$ cat src/design/phy_status_defines.vh
/*
 Register offsets, field positions, reset values and event codes for the basic status
 and identifier register slice. Definitions only; included by the top design module only.
*/
// Functional notes
// - Status bit 15 always reads zero: no four-pair 100 Mb/s ability.
// - Status bits 14 to 11 read-only, reset zero: no 100X or 10 Mb/s abilities.
// - Status bit 4 is a hardware-set remote fault flag, reset zero.
// - Status bit 3 reads zero: no auto-negotiation ability.
// - Status bit 2 shows link state, one when up, reset zero.
// - Status bit 1 is a hardware-set jabber flag, reset zero.
// - Status bit 0 reads one: extended registers exist.
// - Basic status at 1h, identifier high at 2h, low at 3h; 16 bits each.
// - Identifier high holds vendor identifier bits 21 to 6, read-only constant.
// - Identifier low: vendor bits 5-0, six-bit model, four-bit revision, constant.
`ifndef PHY_STATUS_DEFINES_VH
`define PHY_STATUS_DEFINES_VH

// ==========================================================
// Register indices; byte address is four times the index
`define IDX_BASIC_STATUS 4'h1
`define IDX_IDENTIFIER_HIGH 4'h2
`define IDX_IDENTIFIER_LOW 4'h3
`define IDX_IRQ_STATUS 4'h8
`define IDX_IRQ_MASK 4'h9

// ==========================================================
// Basic status field positions
`define BIT_T4_ABLE 15
`define BIT_PREAMBLE_SKIP 6
`define BIT_ANEG_DONE 5
`define BIT_REMOTE_FAULT 4
`define BIT_ANEG_ABLE 3
`define BIT_LINK_UP 2
`define BIT_JABBER 1
`define BIT_EXT_CAP 0
`define BASIC_STATUS_RESET 16'h0061

// ==========================================================
// Interrupt event bits
`define EV_REMOTE_FAULT 0
`define EV_JABBER 1
`define EV_LINK_CHANGE 2
`define EV_WIDTH 3

// ==========================================================
// Identifier field positions
`define ID_VENDOR_LO_MSB 15
`define ID_VENDOR_LO_LSB 10
`define ID_MODEL_MSB 9
`define ID_MODEL_LSB 4
`define ID_REV_MSB 3
`define ID_REV_LSB 0

`endif

$ cat src/design/sticky_flag.v
/*
 One sticky flag: set by a hardware event, cleared by a clear pulse.
 Assumes event and clear are synchronous to clk.
*/
`timescale 1ns/1ns
module sticky_flag
(
    input wire clk,
    input wire rst_n,
    input wire set,
    input wire clear,
    output reg flag
);

// Set wins over a clear in the same cycle so no event is lost
always @(posedge clk or negedge rst_n)
begin
    if (!rst_n)
        flag <= 1'b0;
    else if (set)
        flag <= 1'b1;
    else if (clear)
        flag <= 1'b0;
end

endmodule

$ cat src/design/avalon_slave_ctl.v
/*
 Avalon-MM handshake for the register slice: every access takes exactly one wait cycle.
 Assumes the master holds a request until it sees waitrequest low.
*/
`timescale 1ns/1ns
module avalon_slave_ctl
(
    input wire clk,
    input wire rst_n,
    input wire read,
    input wire write,
    output wire waitrequest,
    output reg accept
);

// accept marks the edge at which the request completes
always @(posedge clk or negedge rst_n)
begin
    if (!rst_n)
        accept <= 1'b0;
    else
        accept <= (read || write) && !accept;
end

assign waitrequest = (read || write) && !accept;

endmodule

$ cat src/design/phy_basic_status_and_id_regs.v
/*
 Basic status and identifier registers of a single-pair Ethernet transceiver,
 behind an Avalon-MM slave with one wait cycle, plus a small interrupt block.
 Assumes link, fault and jabber inputs are synchronous to clk.
*/
`timescale 1ns/1ns
`include "phy_status_defines.vh"
module phy_basic_status_and_id_regs
#(
    parameter [5:0] VENDOR_ID_LO = 6'h15,
    parameter [15:0] VENDOR_ID_HI = 16'h1234,
    parameter [5:0] MODEL_NUMBER = 6'h0A,
    parameter [3:0] REVISION = 4'h1
)
(
    input wire clk,
    input wire rst_n,
    input wire [3:0] address,
    input wire read,
    input wire write,
    input wire [31:0] writedata,
    output reg [31:0] readdata,
    output wire waitrequest,
    output reg irq,
    input wire link_up_in,
    input wire remote_fault_event,
    input wire jabber_event
);
// Vendor, model and revision defaults are arbitrary values

// ==========================================================
// Bus handshake
wire accept;

avalon_slave_ctl u_ctl
(
    .clk(clk),
    .rst_n(rst_n),
    .read(read),
    .write(write),
    .waitrequest(waitrequest),
    .accept(accept)
);

// Request is still held at the accepting edge, so decode it there
wire rd_now = read && waitrequest == 1'b0;
wire wr_now = write && waitrequest == 1'b0;

// ==========================================================
// Link state and latched flags
reg link_up;
reg link_prev;
wire remote_fault;
wire jabber;
wire clear_latched;

always @(posedge clk or negedge rst_n)
begin
    if (!rst_n)
    begin
        link_up <= 1'b0;
        link_prev <= 1'b0;
    end
    else
    begin
        link_up <= link_up_in;
        link_prev <= link_up;
    end
end

// Clears only after the status read has completed on the bus
assign clear_latched = rd_now && (address == `IDX_BASIC_STATUS);

sticky_flag u_fault
(
    .clk(clk),
    .rst_n(rst_n),
    .set(remote_fault_event),
    .clear(clear_latched),
    .flag(remote_fault)
);

sticky_flag u_jabber
(
    .clk(clk),
    .rst_n(rst_n),
    .set(jabber_event),
    .clear(clear_latched),
    .flag(jabber)
);

// ==========================================================
// Register images
wire [15:0] basic_status;
wire [15:0] identifier_high;
wire [15:0] identifier_low;

assign basic_status = {1'b0,
                       4'h0,
                       4'h0,
                       1'b1,
                       1'b1,
                       remote_fault,
                       1'b0,
                       link_up,
                       jabber,
                       1'b1};

assign identifier_high = VENDOR_ID_HI;
assign identifier_low = {VENDOR_ID_LO, MODEL_NUMBER, REVISION};

// ==========================================================
// Interrupts: sticky status cleared by read, mask same layout
wire [`EV_WIDTH-1:0] ev;
wire [`EV_WIDTH-1:0] irq_status;
reg [`EV_WIDTH-1:0] irq_mask;
wire clear_irq;

assign ev = {link_up != link_prev, jabber_event, remote_fault_event};
assign clear_irq = rd_now && (address == `IDX_IRQ_STATUS);

genvar g;
generate
    for (g = 0; g < `EV_WIDTH; g = g + 1)
    begin : gen_ev
        sticky_flag u_ev
        (
            .clk(clk),
            .rst_n(rst_n),
            .set(ev[g]),
            .clear(clear_irq),
            .flag(irq_status[g])
        );
    end
endgenerate

always @(posedge clk or negedge rst_n)
begin
    if (!rst_n)
        irq_mask <= {`EV_WIDTH{1'b0}};
    else if (wr_now && address == `IDX_IRQ_MASK)
        irq_mask <= writedata[`EV_WIDTH-1:0];
end

always @(posedge clk or negedge rst_n)
begin
    if (!rst_n)
        irq <= 1'b0;
    else
        irq <= |(irq_status & irq_mask);
end

// ==========================================================
// Read mux; unmapped indices read zero, writes there are ignored
reg [31:0] next_readdata;

always @*
begin
    case (address)
        `IDX_BASIC_STATUS: next_readdata = {16'h0000, basic_status};
        `IDX_IDENTIFIER_HIGH: next_readdata = {16'h0000, identifier_high};
        `IDX_IDENTIFIER_LOW: next_readdata = {16'h0000, identifier_low};
        `IDX_IRQ_STATUS: next_readdata = {29'h0, irq_status};
        `IDX_IRQ_MASK: next_readdata = {29'h0, irq_mask};
        default: next_readdata = 32'h0000_0000;
    endcase
end

// Data is captured during the wait cycle and stands at the accepting edge
always @(posedge clk or negedge rst_n)
begin
    if (!rst_n)
        readdata <= 32'h0000_0000;
    else if (read && !accept)
        readdata <= next_readdata;
end

endmodule

$ cat config.mk
export PLATFORM = sky130hd
export DESIGN_NAME = phy_basic_status_and_id_regs
export DESIGN_NICKNAME = d
export VERILOG_FILES = /design/src/design/sticky_flag.v /design/src/design/avalon_slave_ctl.v /design/src/design/phy_basic_status_and_id_regs.v
export VERILOG_INCLUDE_DIRS = /design/src /design/src/design
export SDC_FILE = /design/constraint.sdc
export NUM_CORES = 1
export LEC_CHECK = 0
export BUFFER_PORTS_ARGS = -buffer_cell sky130_fd_sc_hd__buf_2
export CORE_MARGIN = 2
export CORE_UTILIZATION = 37
export DETAILED_ROUTE_END_ITERATION = 8
export PLACE_DENSITY = 0.72
export SLEW_MARGIN = 20
export SYNTH_ARGS = -nofsm -noshare
export SYNTH_HDL_FRONTEND = slang
export SYNTH_HIERARCHICAL = 1
export SYNTH_SLANG_ARGS = --single-unit
$ cat constraint.sdc
create_clock -name clk -period 1.2 [get_ports clk]
set_clock_uncertainty 0.05 [all_clocks]
set_input_delay 0.18 -clock clk [delete_from_list [all_inputs] [get_ports clk]]
set_output_delay 0.18 -clock clk [all_outputs]
set_load 0.02 [all_outputs]
==> results of run 1 <==
==> per-stage QoR <==
step                cell area (um2)  setup slack [ps]  setup TNS (ps)  hold WS (ps)
CTS                            1350              -168           -1030          2.89
detailed placement             1270             -36.4            -178           112
global route                   1390              -206           -1470          6.43
finish                         1390              -160           -1030          10.4
global placement               1270             -12.1           -32.7           103
floorplan                      1220             -53.6            -161          -166
==> power groups by stage <==
stage,logic (W),clock network [W],registers (W)
finish,0.000439,0.000350,0.000820
global route,0.000481,0.000397,0.000831
CTS,0.000426,0.000368,0.000822
detailed placement,0.000404,0,0.000837
global placement,0.000396,0,0.000832
floorplan,0.000278,0,0.000871
==> timing repair <==
| item | in CTS | in global routing |
|---|---|---|
| pin swaps | 0 | 2 |
| endpoints found under the setup margin | 4 | 15 |
| gates resized for setup | 3 | 11 |
| hold endpoints to repair | 23 | 0 |
| buffers inserted | 1 | 0 |
| hold buffers | 3 | 0 |
==> state kept, by name, summed over array words and instances, names as in the netlist <==
signal / flops
gen_ev.u_ev/flag: 3
link_up: 1
link_prev: 1
u_fault/flag: 1
u_jabber/flag: 1
readdata: 9
irq: 1
u_ctl/accept: 1
irq_mask: 3
==> area by class of cell <==
class / count / area, um2 / share of cell area, %
Tap cell: 33 / 41.3 / 2.98
Clock buffer: 3 / 22.5 / 1.62
Sequential cell: 21 / 526 / 37.9
Multi-Input combinational cell: 74 / 502 / 36.2
Inverter: 7 / 26.3 / 1.90
Timing Repair Buffer: 41 / 264 / 19.0
Clock inverter: 1 / 5.00 / 0.361
==> kinds of logic (layout without fill, tap and decap cells) <==
logic type | Yosys count | after routing | share of synthesized area [%]
AO/OA/AOI/OAI | 23 | 23 | 14.5
XOR/XNOR | 1 | 1 | 0.771
buffers and inverters | 34 | 52 | 19.7
flip-flops | 21 | 21 | 46.3
multiplexers | 5 | 5 | 5.73
other | 1 | 21 | 0.330
AND/OR/NAND/NOR | 24 | 24 | 12.7
==> synth_stat cells <==
cell type,number
a211oi_1,1
a21o_1,5
a21oi_1,1
a222oi_1,1
a311oi_1,1
a31oi_1,1
a32oi_1,1
and2b_1,1
and2b_2,1
and4b_1,2
buf_2,2
buf_4,23
buf_6,1
clkbuf_1,1
conb_1,1
dfrtp_1,21
inv_1,7
mux2_4,3
mux2i_1,2
nand2_1,10
nand2b_1,2
nand3_1,1
nand4b_4,1
nor2_1,3
nor2b_1,2
nor3_1,1
o21ai_0,1
o21ai_1,5
o21ba_1,1
o31ai_1,2
o41ai_1,3
xor2_1,1
==> routing by layer <==
metal / global-route usage [%] / vias to the layer above / wire, um
li1: - / 404 / -
met1: 16.0 / 406 / 902
met2: 22.3 / 39 / 1060
met3: 3.06 / 5 / 149
met4: 8.77 / 0 / 57
met5: 0 / - / 0
==> worst max-delay path, cell delays in order, from the launching register on <==
cell,delay [ps]
dfrtp_1,400
o21ba_4,220
buf_6,90
buf_6,100
==> worst max path at each step <==
stage                            from                       to  slack, ps  cells after the start
2_1_floorplan  u_ctl/accept$_DFF_PN0_  irq_mask[0]$_DFFE_PN0P_        -50                      3
3_3_place_gp   u_ctl/accept$_DFF_PN0_  irq_mask[1]$_DFFE_PN0P_        -10                      3
3_5_place_dp               address[3]  irq_mask[0]$_DFFE_PN0P_        -40                      4
4_1_cts        u_ctl/accept$_DFF_PN0_              waitrequest       -170                      3
5_1_grt        u_ctl/accept$_DFF_PN0_              waitrequest       -210                      3
6_report       u_ctl/accept$_DFF_PN0_              waitrequest       -160                      3
==> impl_metrics.json, run 1 <==
{
  "grt_pass1_wl_um": 3490,
  "synth-seq-cells": 21,
  "layout_common_cells": "25 x buf_2, 21 x conb_1, 21 x dfrtp_1",
  "dp_cells": 172,
  "cts_root_buf": "clkbuf_4",
  "reg2reg_to": "irq_mask[0]$_DFFE_PN0P_",
  "synth_cell_type_count": 32,
  "fmax_ghz": 0.736,
  "reg2reg_from": "u_ctl/accept$_DFF_PN0_",
  "synth_area_leaders": "dfrtp_1 46%, buf_4 15%, mux2_4 4.0%",
  "post-route-drc-count": 0,
  "cts_tree": "built",
  "start_kind": "flop",
  "clkPwrFrac_pct": 21.7,
  "grt_start_max_net_pins": 22,
  "detail-route-antenna-nets": 0,
  "setup-violations-final": 9,
  "fin_nets": 191,
  "layout_setup_ws_ps": -160,
  "ir_worst_vdd_mv": 0.576,
  "share_comb_of_total_power_pct": 27.3,
  "seqPwrFrac_pct": 51.0,
  "track_usage_pct": 13.6,
  "htreeDepth": 1,
  "drt_pass1_iterations": 4,
  "switching_share_pct": 32.3,
  "gr-total-overflow": 0,
  "antenna_found_initial": 0,
  "p_sw_w": 0.000520,
  "utilization_pct": 46.6,
  "rsz0062_at_grt": "true",
  "holdPathStages": 2,
  "final-hold-violation-count": 0,
  "vias_per_cell": 4.74,
  "antenna_cells": 0,
  "gp_congestion": 0.852,
  "cts_max_path_buffers": 2,
  "r2r_setup_slack_ps": -140,
  "num_vias": 854,
  "syn_inst": 109,
  "cts_sinks": 21,
  "path_clk_slew_ps": 120,
  "die-area_um2": 3530,
  "core-area_um2": 2980,
  "crit_path_end_kind": "output port",
  "num-fill-cells": 284,
  "min_period_ps": 1360,
  "rows": 20,
  "post-dp-hpwl_um": 1660,
  "status": "finished with violations",
  "worstSetupPathType": "flop to output port",
  "ios": 77,
  "die_x_um": 59.4,
  "power_density_nw_per_um2": 1160,
  "final_cells": 180,
  "drt-initial-drc-count": 10,
  "synth-seq-area-share_pct": 46.3,
  "hold_start": "remote_fault_event",
  "cp.arrival_ps": 1130,
  "finalCritPeriodShare_pct": 113,
  "wire_per_inst_um": 12.1,
  "areaGrowthSynthToFinish_pct": 22.0,
  "p_int_w": 0.00109,
  "leakagePower_nw": 0.713,
  "yosysTopAreaCell": "dfrtp_1",
  "cp_max_fo": 2,
  "cts_made_buffers": 3,
  "drv_slew": 0,
  "final_common_cell": "buf_2",
  "start_util_pct": 38.2,
  "holdPathEnd": "gen_ev[0].u_ev/flag$_DFFE_PN0P_",
  "ys_warn_count": 6,
  "first_global_vias": 777,
  "port_buffers": 26,
  "cap_viol_max_count": 0,
  "violations": "setup timing",
  "syn_area_um2": 1140,
  "fp.dieH_um": 59.4,
  "rr_worst_depth": 4,
  "final_layout_size_suffix_gt1_share_pct": 39.5,
  "worstHoldPathType": "input port to flop",
  "synth_top_area_share_pct": 46.3,
  "syn_area_per_cell_um2": 10.4,
  "drt-total-wl_um": 2170,
  "fin_total_pwr_w": 0.00161,
  "cp.required_ps": 970,
  "worstSkewPairLatency_ps": 320
}
No activity file was read; power rests on OpenSTA's default activity.
==> run 2, diff against run 1 <==
- CORE_MARGIN: 2 -> unset
- SLEW_MARGIN: 20 -> 5
==> impl_metrics.json, run 2 (synthesis results as in run 1) <==
{
  "first_global_vias": 823,
  "detail-route-antenna-nets": 0,
  "start_kind": "flop",
  "vias_per_cell": 4.84,
  "finalCritPeriodShare_pct": 114,
  "start_util_pct": 40.2,
  "min_period_ps": 1360,
  "route.met2.wl_um": 1070,
  "cts_made_buffers": 3,
  "track_usage_pct": 14.0,
  "cp.required_ps": 970,
  "layout_setup_ws_ps": -162,
  "worstHoldPathType": "input port to flop",
  "routed.top_layer": "met4",
  "htreeDepth": 1,
  "drt-total-wl_um": 2150,
  "drt-initial-drc-count": 21,
  "setup-violations-final": 9,
  "wl_met3_um": 139,
  "cts_max_path_buffers": 2,
  "whs_ps": 23.9,
  "cp_slowest_cell": "dfrtp_1",
  "die_x_um": 57.4,
  "antenna_found_initial": 0,
  "die-area_um2": 3300,
  "critPathTopFamily": "flip-flops",
  "leakagePower_nw": 0.704,
  "cp_max_fo": 3,
  "final-hold-violation-count": 0,
  "cap_viol_max_count": 0,
  "cp_cell_sequence": "o21ba_4 > buf_6 > buf_6",
  "power_density_nw_per_um2": 1170,
  "placed_area_um2": 1270,
  "ios": 77,
  "grt_pass1_wl_um": 3550,
  "port_buffers": 26,
  "reg2reg_from": "u_ctl/accept$_DFF_PN0_",
  "layout_common_cells": "25 x buf_2, 21 x conb_1, 21 x dfrtp_1",
  "fmax_ghz": 0.734,
  "met1_length_um": 925,
  "num_vias": 857,
  "post-route-drc-count": 7,
  "ir_worst_vdd_mv": 0.660,
  "cts_tree": "built",
  "status": "finished with violations",
  "drv_slew": 0,
  "worstSkewPairLatency_ps": 300,
  "holdPathStages": 2,
  "gp_congestion": 0.865,
  "drt_pass1_iterations": 6,
  "cp.buffers_inverters": 2,
  "gr-total-overflow": 0,
  "crit_path_end_kind": "output port",
  "rr_worst_depth": 5,
  "multi_input_area_um2": 495,
  "fin_nets": 190,
  "path_clk_slew_ps": 120,
  "reg_top3": "readdata (9), gen_ev.u_ev/flag (3), irq_mask (3)",
  "rsz0062_at_grt": "true",
  "top_register": "readdata",
  "core-area_um2": 2830,
  "rows": 19,
  "num-fill-cells": 259,
  "violations": "DRC, setup timing",
  "regArea_um2": 526,
  "final_common_cell": "buf_2",
  "cp.arrival_ps": 1130,
  "r2r_setup_slack_ps": -110,
  "grt_start_max_net_pins": 22,
  "fp.dieH_um": 57.4,
  "reg2reg_to": "gen_ev[2].u_ev/flag$_DFFE_PN0P_",
  "wire_per_inst_um": 12.1,
  "holdPathEnd": "u_fault/flag$_DFFE_PN0P_",
  "worstSetupPathType": "flop to output port",
  "fin_total_pwr_w": 0.00160,
  "final_layout_size_suffix_gt1_share_pct": 35.6,
  "crit_top_cell": "buf_6",
  "antenna_cells": 0,
  "largest_register_ffs": 9,
  "post-dp-hpwl_um": 1680,
  "finalSetupTns_ps": -761,
  "cts_sinks": 21,
  "hold_start": "remote_fault_event",
  "areaGrowthSynthToFinish_pct": 20.3,
  "slowest_delay_ps": 390,
  "cts_root_buf": "clkbuf_4",
  "final_area_um2": 1370
}
run 2: cell types whose count changed in the layout (fill, tap and decap cells not counted), sizes merged:
cell,change
clkbuf,+1
clkinv,-1
dlygate4sd3,-1
run 2: cell type report:
| class | count | share of cell area (%) |
|---|---|---|
| timing repair buffer | 40 | 18.6 |
| inverter | 7 | 1.92 |
| multi-input combinational | 74 | 36.3 |
| tap | 31 | 2.84 |
| sequential | 21 | 38.5 |
| clock buffer | 4 | 1.92 |
run 2: routing by layer:
metal / vias up / global-route usage [%]
li1: 403 / -
met1: 408 / 17.2
met2: 44 / 24.4
met3: 2 / 2.95
met4: 0 / 4.18
met5: - / 0
run 2: stage by stage:
| step | std cells | worst slack (ps) | util (%) |
|---|---|---|---|
| floorplan | 129 | -53.6 | - |
| global placement | 170 | -23.8 | 44.9 |
| detailed placement | 170 | -61.1 | 44.9 |
| CTS | 177 | -181 | 47.6 |
| global route | 177 | -199 | 48.3 |
| finish | 177 | -162 | 48.3 |
run 2: worst max path at each step:
stage,startpoint,end,slack [ps],cells past startpoint
floorplan,u_ctl/accept$_DFF_PN0_,irq_mask[0]$_DFFE_PN0P_,-50,3
global route,u_ctl/accept$_DFF_PN0_,waitrequest,-200,3
finish,u_ctl/accept$_DFF_PN0_,waitrequest,-160,3
detailed placement,address[3],irq_mask[1]$_DFFE_PN0P_,-60,4
CTS,u_ctl/accept$_DFF_PN0_,waitrequest,-180,3
global placement,address[3],gen_ev[2].u_ev/flag$_DFFE_PN0P_,-20,5
run 2: repair_timing:
item / 4_1_cts / 5_1_grt
hold buffers: 2 / 0
endpoints found under the hold margin: 22 / 0
pin swaps: 0 / 2
gates resized for setup: 5 / 4
setup buffers: 1 / 0
endpoints found under the setup margin: 9 / 14
run 2: power by group:
part | internal (W) | total (W) | switching [W]
Clock | 0.000129 | 0.000339 | 0.000210
Sequential | 0.000777 | 0.000821 | 0.0000444
Combinational | 0.000185 | 0.000441 | 0.000256
Total | 0.00109 | 0.00160 | 0.000510
